`config.mk`:
```
export PLATFORM = sky130hd
export DESIGN_NAME = pmt_timer
export DESIGN_NICKNAME = d
export VERILOG_FILES = /design/src/design/pmt_pkg.sv /design/src/design/pmt_timer.sv
export SDC_FILE = /design/constraint.sdc
export NUM_CORES = 1
export LEC_CHECK = 0
export BUFFER_PORTS_ARGS = -buffer_cell sky130_fd_sc_hd__buf_2
export CAP_MARGIN = 15
export CORE_MARGIN = 8
export CORE_UTILIZATION = 46
export CTS_CLUSTER_SIZE = 14
export DETAILED_ROUTE_END_ITERATION = 10
export GPL_TIMING_DRIVEN = 0
export PLACE_DENSITY_LB_ADDON = 0.05
export RECOVER_POWER = 25
export REMOVE_ABC_BUFFERS = 1
export SYNTH_ARGS = -nofsm -noshare
export SYNTH_HDL_FRONTEND = slang
export SYNTH_SLANG_ARGS = --single-unit
```
`constraint.sdc`:
```
create_clock -name core_clk -period 2 [get_ports core_clk]
set_clock_uncertainty 0.15 [all_clocks]
set_input_delay 0.3 -clock core_clk [delete_from_list [all_inputs] [get_ports core_clk]]
set_output_delay 0.3 -clock core_clk [all_outputs]
set_load 0.005 [all_outputs]
```
`src/design/pmt_pkg.sv`:
```
// Package for the periodic match timer: register map, fields, reset values, timing.
package pmt_pkg;

  ////////////////////////////////////////////////////////////////////////////
  // Register byte addresses on the APB bus
  localparam logic [7:0] PMT_COUNT_ADDR   = 8'h00;  // timer_count_byte
  localparam logic [7:0] PMT_PERIOD_ADDR  = 8'h04;  // period_compare_byte
  localparam logic [7:0] PMT_CONTROL_ADDR = 8'h08;  // timer_control_byte
  localparam logic [7:0] PMT_STATUS_ADDR  = 8'h0C;  // peripheral_irq_flags
  localparam logic [7:0] PMT_MASK_ADDR    = 8'h10;  // peripheral_irq_enables

  ////////////////////////////////////////////////////////////////////////////
  // Field positions and reset values
  localparam int          PMT_FLAG_BIT      = 0;      // match_irq_flag / match_irq_enable
  localparam int          PMT_CTRL_UNUSED   = 7;      // Always reads zero
  localparam logic [7:0]  PMT_COUNT_RST     = 8'h00;
  localparam logic [7:0]  PMT_PERIOD_RST    = 8'hFF;
  localparam logic [6:0]  PMT_CONTROL_RST   = 7'h00;
  localparam logic [31:0] PMT_RDATA_NONE    = 32'h0000_0000;

  ////////////////////////////////////////////////////////////////////////////
  // Prescale encodings and their last count
  localparam logic [1:0]  PMT_PRE_DIV1      = 2'h0;
  localparam logic [1:0]  PMT_PRE_DIV4      = 2'h1;
  localparam logic [3:0]  PMT_PRE_LAST1     = 4'h0;
  localparam logic [3:0]  PMT_PRE_LAST4     = 4'h3;
  localparam logic [3:0]  PMT_PRE_LAST16    = 4'hF;

  ////////////////////////////////////////////////////////////////////////////
  // Timing: core clock is the oscillator, instruction cycle is four of it
  localparam int          PMT_CORE_PERIOD_NS = 4;
  localparam int          PMT_INSTR_DIV      = 4;
  localparam int          PMT_INSTR_NS       = PMT_CORE_PERIOD_NS * PMT_INSTR_DIV;
  localparam int          PMT_INSTR_CYCLES   = PMT_INSTR_NS / PMT_CORE_PERIOD_NS;

  // Control register layout, bit 7 left out
  typedef struct packed {
    logic [3:0] postscale_select;  // Bits 6:3
    logic       timer_run_bit;     // Bit 2
    logic [1:0] prescale_select;   // Bits 1:0
  } pmt_ctrl_t;

  // Timer event outputs carried together
  typedef struct packed {
    logic match_pulse;     // Unscaled match, one core cycle
    logic shift_clk;       // Toggles on each match
  } pmt_evt_t;

endpackage : pmt_pkg

```
`src/design/pmt_timer.sv`:
```
// Periodic 8-bit match timer with prescaler, postscaler and APB register slave.
`timescale 1ns/1ps
`default_nettype none

module pmt_timer
  import pmt_pkg::*;
#(
  parameter int INSTR_DIV = PMT_INSTR_CYCLES
)
(
  input  wire logic        core_clk,
  input  wire logic        srst,
  input  wire logic        psel,
  input  wire logic        penable,
  input  wire logic        pwrite,
  input  wire logic [7:0]  paddr,
  input  wire logic [31:0] pwdata,
  output logic      [31:0] prdata,
  output logic             pready,
  output logic             pslverr,
  output logic             irq,
  output pmt_evt_t         timer_evt
);

  ////////////////////////////////////////////////////////////////////////////
  // Declarations
  logic [7:0]  timer_count_reg;
  logic [7:0]  period_value_reg;
  pmt_ctrl_t   timer_control_reg;
  logic        match_irq_flag_reg;
  logic        match_irq_enable_reg;
  logic [3:0]  pre_cnt_reg;
  logic [3:0]  post_cnt_reg;
  logic [1:0]  instr_cnt_reg;
  logic        pready_reg;
  logic        pslverr_reg;
  logic [31:0] prdata_reg;
  logic        irq_reg;
  logic        match_pulse_reg;
  logic        shift_clk_reg;
  logic        instr_tick;
  logic        pre_tick;
  logic        is_match;
  logic        match_event;
  logic        post_done;
  logic        access;
  logic        wr_fire;
  logic        rd_fire;
  logic        wr_count;
  logic        wr_period;
  logic        wr_control;
  logic        wr_status;
  logic        wr_mask;
  logic        scaler_clear;
  logic [31:0] rdata_next;
  logic        addr_ok;

  ////////////////////////////////////////////////////////////////////////////
  // Helpers

  // Last prescale count for a select value
  function automatic logic [3:0] pre_last(input logic [1:0] sel);
    unique case (sel)
      PMT_PRE_DIV1: pre_last = PMT_PRE_LAST1;
      PMT_PRE_DIV4: pre_last = PMT_PRE_LAST4;
      default:      pre_last = PMT_PRE_LAST16;
    endcase
  endfunction : pre_last

  // Address decode, used for reads, writes and error
  function automatic logic addr_hit(input logic [7:0] a, input logic [7:0] reg_addr);
    addr_hit = (a == reg_addr);
  endfunction : addr_hit

  ////////////////////////////////////////////////////////////////////////////
  // APB handshake: one wait state, transfer completes on pready high
  assign access     = psel & penable;
  assign wr_fire    = access & pready_reg & pwrite;
  assign rd_fire    = access & pready_reg & ~pwrite;
  assign addr_ok    = addr_hit(paddr, PMT_COUNT_ADDR) | addr_hit(paddr, PMT_PERIOD_ADDR)
                    | addr_hit(paddr, PMT_CONTROL_ADDR) | addr_hit(paddr, PMT_STATUS_ADDR)
                    | addr_hit(paddr, PMT_MASK_ADDR);
  assign wr_count   = wr_fire & addr_hit(paddr, PMT_COUNT_ADDR);
  assign wr_period  = wr_fire & addr_hit(paddr, PMT_PERIOD_ADDR);
  assign wr_control = wr_fire & addr_hit(paddr, PMT_CONTROL_ADDR);
  assign wr_status  = wr_fire & addr_hit(paddr, PMT_STATUS_ADDR);
  assign wr_mask    = wr_fire & addr_hit(paddr, PMT_MASK_ADDR);

  // Ready rises one cycle into the access phase and drops after the edge
  always_ff @(posedge core_clk)
  begin
    if (srst)
    begin
      pready_reg  <= 1'b0;
      pslverr_reg <= 1'b0;
    end
    else
    begin
      pready_reg  <= access & ~pready_reg;
      pslverr_reg <= access & ~pready_reg & ~addr_ok;
    end
  end

  // Read mux; unused control bit and upper bits read zero
  always_comb
  begin
    rdata_next = PMT_RDATA_NONE;
    if (addr_hit(paddr, PMT_COUNT_ADDR))
      rdata_next[7:0] = timer_count_reg;
    else if (addr_hit(paddr, PMT_PERIOD_ADDR))
      rdata_next[7:0] = period_value_reg;
    else if (addr_hit(paddr, PMT_CONTROL_ADDR))
      rdata_next[7:0] = {1'b0, timer_control_reg};
    else if (addr_hit(paddr, PMT_STATUS_ADDR))
      rdata_next[PMT_FLAG_BIT] = match_irq_flag_reg;
    else if (addr_hit(paddr, PMT_MASK_ADDR))
      rdata_next[PMT_FLAG_BIT] = match_irq_enable_reg;
  end

  // Read data captured together with ready
  always_ff @(posedge core_clk)
  begin
    if (srst)
      prdata_reg <= PMT_RDATA_NONE;
    else if (access & ~pready_reg & ~pwrite)
      prdata_reg <= rdata_next;
  end

  ////////////////////////////////////////////////////////////////////////////
  // Instruction-cycle tick from the core clock
  always_ff @(posedge core_clk)
  begin
    if (srst)
      instr_cnt_reg <= 2'h0;
    else if (instr_tick)
      instr_cnt_reg <= 2'h0;
    else
      instr_cnt_reg <= instr_cnt_reg + 2'h1;
  end

  assign instr_tick = (instr_cnt_reg == 2'(INSTR_DIV - 1));

  ////////////////////////////////////////////////////////////////////////////
  // Prescaler and match detection
  assign scaler_clear = wr_count | wr_control;
  assign pre_tick     = instr_tick & timer_control_reg.timer_run_bit
                      & (pre_cnt_reg == pre_last(timer_control_reg.prescale_select));
  assign is_match     = (timer_count_reg == period_value_reg);
  assign match_event  = pre_tick & is_match & ~wr_count;
  assign post_done    = match_event
                      & (post_cnt_reg == timer_control_reg.postscale_select);

  // Prescale counter, cleared by count and control writes and reset
  always_ff @(posedge core_clk)
  begin
    if (srst || scaler_clear)
      pre_cnt_reg <= 4'h0;
    else if (instr_tick && timer_control_reg.timer_run_bit)
    begin
      if (pre_cnt_reg == pre_last(timer_control_reg.prescale_select))
        pre_cnt_reg <= 4'h0;
      else
        pre_cnt_reg <= pre_cnt_reg + 4'h1;
    end
  end

  // Timer counter; software write wins over a match in the same cycle
  always_ff @(posedge core_clk)
  begin
    if (srst)
      timer_count_reg <= PMT_COUNT_RST;
    else if (wr_count)
      timer_count_reg <= pwdata[7:0];
    else if (match_event)
      timer_count_reg <= PMT_COUNT_RST;
    else if (pre_tick)
      timer_count_reg <= timer_count_reg + 8'h01;
  end

  // Period register
  always_ff @(posedge core_clk)
  begin
    if (srst)
      period_value_reg <= PMT_PERIOD_RST;
    else if (wr_period)
      period_value_reg <= pwdata[7:0];
  end

  // Control register; bit 7 not stored, counter untouched here
  always_ff @(posedge core_clk)
  begin
    if (srst)
      timer_control_reg <= pmt_ctrl_t'(PMT_CONTROL_RST);
    else if (wr_control)
      timer_control_reg <= pmt_ctrl_t'(pwdata[6:0]);
  end

  // Postscale counter, advanced by each match
  always_ff @(posedge core_clk)
  begin
    if (srst || scaler_clear)
      post_cnt_reg <= 4'h0;
    else if (post_done)
      post_cnt_reg <= 4'h0;
    else if (match_event)
      post_cnt_reg <= post_cnt_reg + 4'h1;
  end

  ////////////////////////////////////////////////////////////////////////////
  // Interrupt flag, enable and output

  // Sticky flag: set wins over a read clear or a write of zero
  // A read clears only a flag that it returned, so a set after capture survives
  always_ff @(posedge core_clk)
  begin
    if (srst)
      match_irq_flag_reg <= 1'b0;
    else if (post_done)
      match_irq_flag_reg <= 1'b1;
    else if (rd_fire && addr_hit(paddr, PMT_STATUS_ADDR) && prdata_reg[PMT_FLAG_BIT])
      match_irq_flag_reg <= 1'b0;
    else if (wr_status && !pwdata[PMT_FLAG_BIT])
      match_irq_flag_reg <= 1'b0;
  end

  // Enable bit
  always_ff @(posedge core_clk)
  begin
    if (srst)
      match_irq_enable_reg <= 1'b0;
    else if (wr_mask)
      match_irq_enable_reg <= pwdata[PMT_FLAG_BIT];
  end

  // Level interrupt, registered
  always_ff @(posedge core_clk)
  begin
    if (srst)
      irq_reg <= 1'b0;
    else
      irq_reg <= match_irq_flag_reg & match_irq_enable_reg;
  end

  ////////////////////////////////////////////////////////////////////////////
  // Timer outputs to PWM units and serial port
  always_ff @(posedge core_clk)
  begin
    if (srst)
    begin
      match_pulse_reg <= 1'b0;
      shift_clk_reg   <= 1'b0;
    end
    else
    begin
      match_pulse_reg <= match_event;
      if (match_event)
        shift_clk_reg <= ~shift_clk_reg;
    end
  end

  // Ports straight from flip-flops
  assign prdata                = prdata_reg;
  assign pready                = pready_reg;
  assign pslverr               = pslverr_reg;
  assign irq                   = irq_reg;
  assign timer_evt             = '{match_pulse: match_pulse_reg, shift_clk: shift_clk_reg};
endmodule : pmt_timer

`default_nettype wire

```
==> metrics.cfg, run 1 <==
[logic_synthesis]
synth_compound_area_frac = 0.152
synthArstFlopShare = 0
ys_seq_area_frac = 0.357
synth.area.mux_share = 0.0837
synth_xor_area_frac = 0.0488
synth_area_sq_um = 2690
synthCells = 308
synth_ff_type = dfxtp_1
post_synth_and_or_nand_nor_area_fraction = 0.239
synthAdderAreaFrac = 0.0186
avgSynthCellArea_sq_um = 8.74
synth-seq-cells = 48
synthDistinctLibCells = 53
synth_top_family_by_area = simple AND/OR/NAND/NOR gates
synth_edf_count = 0
yosysWarnings = 0

[detailed_routing]
drt-total-wl_microns = 7260
via_per_inst = 5.52
vias = 2340
drtAntennaViolNets = 0
drtIter0Drc = 207
drc = 0
first_pass_iters = 4
wl_per_cell_microns = 17.1

[setup_path]
cp_num_buf_inv = 0
worstSetupStartpointType = flip-flop
arrival_ns = 2.10
cpPeakStageDelay_ns = 0.39
crit_chain = xor2_2 > nor4_4 > nand2_2 > or3_4 > mux2_4
slowest_stage = nor4_4
end_kind = flip-flop
critPathKind = reg2reg
crit_family = simple AND/OR/NAND/NOR gates
crit_required_ns = 2.05
cp_max_fo = 7

[sta]
layout_min_cycle_time_ns = 2.05
finalCritPeriodShare = 1.03
drv_slew = 0
rsz0062_at_grt = yes
finalSetupViolCount = 1
fmax_mhz = 488
final_hold_viol_count = 0
hold-worst-slack_ns = 0.0978
setup_slack_ns = -0.0508
relSlewSlack = 0.568
tightest_slew_ns = 0.648

[job]
maxCapViolations = 0

[floorplanning]
die_y_microns = 92.5
rows = 28
die_x_microns = 92.5
io_pins = 82
start_util = 0.466
fp.dieArea_sq_um = 8550
core-area_sq_um = 5780

[grt]
antenna_found_initial = 0
gr-total-overflow = 0
grt_max_degree = 24
first_global_vias = 2283
grt_pass1_wl_microns = 12000
gr-usage-all-layers = 0.173

[clock_tree]
clkLatencyLatePin_ns = 0.30
clk_path_buf_depth = 2
cts_sinks = 48
cts-root-buf = clkbuf_8
tritoncts = built
path_clk_slew_ns = 0.10
cts_buffers = 5
h-tree-depth = 2

[layout]
regArea_sq_um = 1010
layout-drive-gt1-share = 0.307
multi_input_area_sq_um = 1790
syn_to_final_growth_pct = 22.8
fin_area_sq_um = 3310
fin_cells = 424
final_nets = 397
antenna_cells = 0
fillCellCount = 545

[placement]
gp_congestion = 0.803
port_buffers = 33
dpl_cell_area_sq_um = 2810
dpl_worst_slack_ns = -0.333
place_inst = 402
hpwl_microns = 4910

[outcome]
status = complete, but fails checks
violations = negative setup slack

[power_and_ir_drop]
vdd_drop_max_v = 0.000364
leakage_nw = 1.23
power.density_nw_per_um2 = 574

[hold_path]
min_path_type = in2reg

synth_stat cells (all sizes together) (6+ instances only):
library cell / instances / area (sq um)
xor2: 10 / 87.6
a31oi: 6 / 37.5
or4: 6 / 45.0
mux2i: 21 / 210
nand3: 9 / 45.0
nor2: 28 / 105
clkbuf: 8 / 30.0
a22oi: 6 / 45.0
a21oi: 15 / 75.1
dfxtp: 48 / 961
buf: 31 / 225
o21ai: 25 / 125
nor3: 7 / 46.3
nand2: 21 / 81.3
report_power, final:
part           leakage (nW)  switching (W)  internal [W]  total, W
Clock                0.0614       0.000354      0.000410  0.000764
Combinational         0.771      0.0000959     0.0000540  0.000150
Sequential            0.395      0.0000181      0.000964  0.000982
Total                  1.23       0.000468       0.00143   0.00190
cell families after synthesis:
logic type               count (synthesis)
AO/OA/AOI/OAI                           68
AND/OR/NAND/NOR                        108
buffers and inverters                   42
adder cells (fa/ha/maj)                  4
XOR/XNOR                                15
flip-flops                              48
other                                    1
multiplexers                            22
repair_timing:
item                                    in CTS  in global routing
cloned                                       1                  1
hold buffers                                 0                  0
setup buffers                                8                  4
gates resized for setup                     39                 25
endpoints found under the setup margin      15                 29
pin swaps                                    8                  5
per-stage QoR:
stage / total power, W / setup TNS, ns / utilization
after global routing: 0.00197 / -0.297 / 0.572
after global placement: 0.00115 / -23.75 / 0.481
final: 0.00190 / -0.0508 / 0.572
after detailed placement: 0.00115 / -7.02 / 0.486
after floorplan: 0.00108 / -2.15 / -
after CTS: 0.00191 / -0.0380 / 0.548
worst min-delay path, stage by stage:
cell     delay [ns]
buf_2          0.11
mux2i_1        0.07
nand2_1        0.06
cell type report:
| class | count | share of cell area |
|---|---|---|
| inverter | 3 | 0.00341 |
| sequential | 48 | 0.307 |
| tap | 75 | 0.0284 |
| multi-input combinational | 243 | 0.541 |
| timing repair buffer | 47 | 0.0836 |
| clock buffer | 6 | 0.0250 |
| clock inverter | 2 | 0.0117 |
layer usage:
layer,global-route usage,part of all wire
met1,0.227,0.46
met2,0.271,0.45
met3,0.0388,0.068
met4,0.0671,0.021
met5,0,0
placed cells by master, fill, tap and decap left out, types with 5 or more instances in the layout:
master,n
dfxtp_1,26
dfxtp_4,10
o21ai_0,23
a31oi_1,6
clkbuf_1,5
buf_2,28
or4_1,5
nor2_1,27
a22oi_1,6
xnor2_1,5
a21oi_1,14
dfxtp_2,12
clkbuf_8,6
xor2_2,5
mux2i_1,21
nand3_1,9
buf_4,13
nand2_1,20
conb_1,24
final timing paths:
| path | startpoint | to | slack [ns] | cells after the start |
|---|---|---|---|---|
| hold / removal | pwdata[4] | period_value_reg[4]$_SDFFE_PP1P_ | 0.1 | 3 |
| setup / recovery | timer_count_reg[4]$_SDFFE_PP0P_ | shift_clk_reg$_SDFFE_PP0N_ | -0.05 | 5 |
| hold reg to reg | instr_cnt_reg[0]$_SDFF_PP0_ | instr_cnt_reg[0]$_SDFF_PP0_ | 0.29 | 1 |
| setup reg to reg | timer_count_reg[4]$_SDFFE_PP0P_ | shift_clk_reg$_SDFFE_PP0N_ | -0.05 | 5 |
Power figures use the tool's default switching activity.
==> inputs of run 2 (changes only) <==
CORE_UTILIZATION = 48   (was 46)
CTS_BUF_LIST = sky130_fd_sc_hd__clkbuf_8   (was unset)
==> metrics.cfg, run 2 (synthesized netlist as in run 1, its figures left out) <==
[power_and_ir_drop]
combPwrFrac = 0.086  ; +0.007
power.density_nw_per_um2 = 529  ; -7.8%
netSwitchingPower_w = 0.000469  ; +0.19%
leakage_nw = 1.19  ; -2.8%
p_int_w = 0.00126  ; -12%
total_power_w = 0.00173  ; -8.8%
switching_share = 0.271  ; +0.0242
p_clk_frac = 0.347  ; -0.056
vdd_drop_max_v = 0.000373  ; +2.4%
seqPwrFrac = 0.567  ; +0.049

[hold_path]
holdCritStartpoint = pwdata[7]
min_path_type = in2reg

[clock_tree]
clk_path_buf_depth = 2  ; unchanged
clkLatencyLatePin_ns = 0.31  ; about the same
tritoncts = built
h-tree-depth = 2  ; unchanged
cts_sinks = 48  ; unchanged
path_clk_slew_ns = 0.09  ; about the same
cts_buffers = 5  ; unchanged
cts-root-buf = clkbuf_8

[detailed_routing]
drtAntennaViolNets = 0  ; unchanged
wl_per_cell_microns = 16.9  ; -1.2%
drtIter0Drc = 168  ; -19%
vias = 2368  ; +1.2%
drt-total-wl_microns = 7140  ; -1.7%
first_pass_iters = 4  ; unchanged
via_per_inst = 5.61  ; +1.7%
drc = 0  ; unchanged

[layout]
finish.utilization = 0.598  ; +0.0258
final_common_cell = dfxtp_1
regArea_sq_um = 1010  ; -0.12%
layout-drive-gt1-share = 0.283  ; -0.0237
fillCellCount = 512  ; -6.1%
final_cell_mix = dfxtp_1, nor2_1, o21ai_0, conb_1, buf_2
fin_area_sq_um = 3270  ; -1.1%
antenna_cells = 0  ; unchanged
syn_to_final_growth_pct = 21.5
multi_input_area_sq_um = 1790  ; -0.21%
fin_cells = 422  ; -0.47%
final_nets = 398  ; +0.25%

[setup_path]
worstSetupStartpointType = flip-flop
worstReg2RegStart = timer_count_reg[0]$_SDFFE_PP0P_
cp_max_fo = 5  ; -2
arrival_ns = 2.11  ; about the same
crit_family = simple AND/OR/NAND/NOR gates
crit_required_ns = 2.06  ; about the same
cp_num_buf_inv = 0  ; unchanged
end_kind = flip-flop
critPathKind = reg2reg
cpPeakStageDelay_ns = 0.38  ; about the same
crit_chain = xor2_4 > nor4_4 > nand2_2 > or3_4 > mux2_4
r2r_slack_ns = -0.05  ; about the same
crit_start = timer_count_reg[0]$_SDFFE_PP0P_
slowest_stage = dfxtp_4

[grt]
grt_max_degree = 24  ; unchanged
grt_pass1_wl_microns = 11700  ; -2.2%
gr-total-overflow = 0  ; unchanged
antenna_found_initial = 0  ; unchanged
first_global_vias = 2264  ; -0.83%
gr-usage-all-layers = 0.170  ; -0.00290

[placement]
gp_congestion = 0.840  ; +4.6%
dpl_cell_area_sq_um = 2810  ; -0.13%
place_inst = 399  ; -0.75%
hpwl_microns = 4810  ; -2.1%
dpl_worst_slack_ns = -0.312  ; +0.0210 ns
port_buffers = 33  ; unchanged

[sta]
final_hold_viol_count = 0  ; unchanged
finalSetupViolCount = 4  ; +3
relSlewSlack = 0.490  ; -0.0780
tightest_slew_ns = 0.760  ; +0.112 ns
finalCritPeriodShare = 1.03  ; +0.00120
rsz0062_at_grt = yes
fmax_mhz = 487  ; -0.12%
layout_min_cycle_time_ns = 2.05  ; +0.00241 ns
setup_slack_ns = -0.0532  ; -0.00241 ns
drv_slew = 0  ; unchanged

[floorplanning]
die_y_microns = 90.9  ; -1.7%
core-area_sq_um = 5470  ; -5.3%
rows = 27  ; -3.6%
io_pins = 82  ; unchanged
die_x_microns = 90.9  ; -1.7%
start_util = 0.492  ; +0.0262
fp.dieArea_sq_um = 8260  ; -3.5%

[outcome]
violations = negative setup slack
status = complete, but fails checks

[job]
maxCapViolations = 0  ; unchanged

-- run 2: changes by cell type in the layout (fill, tap and decap cells not counted), moves of 2 or more --
cell,change
o21ai_1,-2
dfxtp_2,-4
clkbuf_1,+4
dfxtp_1,+3
buf_2,-4
-- run 2: final cells by class --
| cell class | count | area share |
|---|---|---|
| Clock buffer | 5 | 0.0210 |
| Timing Repair Buffer | 48 | 0.0865 |
| Clock inverter | 3 | 0.00612 |
| Sequential cell | 48 | 0.309 |
| Tap cell | 72 | 0.0275 |
| Multi-Input combinational cell | 243 | 0.546 |
| Inverter | 3 | 0.00344 |
-- run 2: metrics by stage --
stage | hold slack, ns | setup TNS (ns)
finish | 0.0930 | -0.102
global route | 0.0915 | -0.356
CTS | 0.0798 | -0.0522
global placement | 0.267 | -22.44
floorplan | 0.221 | -2.15
detailed placement | 0.276 | -6.75
-- run 2: routing by layer --
layer  vias up  track usage  part of all wire
met3        13       0.0540             0.075
li1       1151            -                 -
met4         0       0.0573             0.018
met1      1124        0.219              0.46
met5         -            0                 0
met2        80        0.262              0.45
-- run 2: repair_timing --
action | in CTS | in global routing
endpoints found under the hold margin | 0 | 0
hold buffers | 0 | 0
setup endpoints to repair | 15 | 25
gates resized for setup | 30 | 32
cloned | 1 | 1
setup buffers | 6 | 7
pin swaps | 6 | 4
-- run 2: final timing paths --
path / end / cells after the start
worst max register to register: shift_clk_reg$_SDFFE_PP0N_ / 5
worst min-delay path: period_value_reg[7]$_SDFFE_PP1P_ / 3
worst min register to register: instr_cnt_reg[0]$_SDFF_PP0_ / 1
worst max-delay path: shift_clk_reg$_SDFFE_PP0N_ / 5
-- run 2: tightest hold or removal path, stage by stage --
cell,delay (ns)
buf_2,0.10
mux2i_1,0.07
nand2_1,0.06
-- run 2: power groups by stage --
stage | registers [W] | clock network, W | logic [W]
global placement | 0.00101 | 0 | 0.000139
finish | 0.000982 | 0.000600 | 0.000148
global route | 0.000985 | 0.000649 | 0.000168
CTS | 0.000990 | 0.000624 | 0.000146
floorplan | 0.00101 | 0 | 0.0000723
detailed placement | 0.00101 | 0 | 0.000144
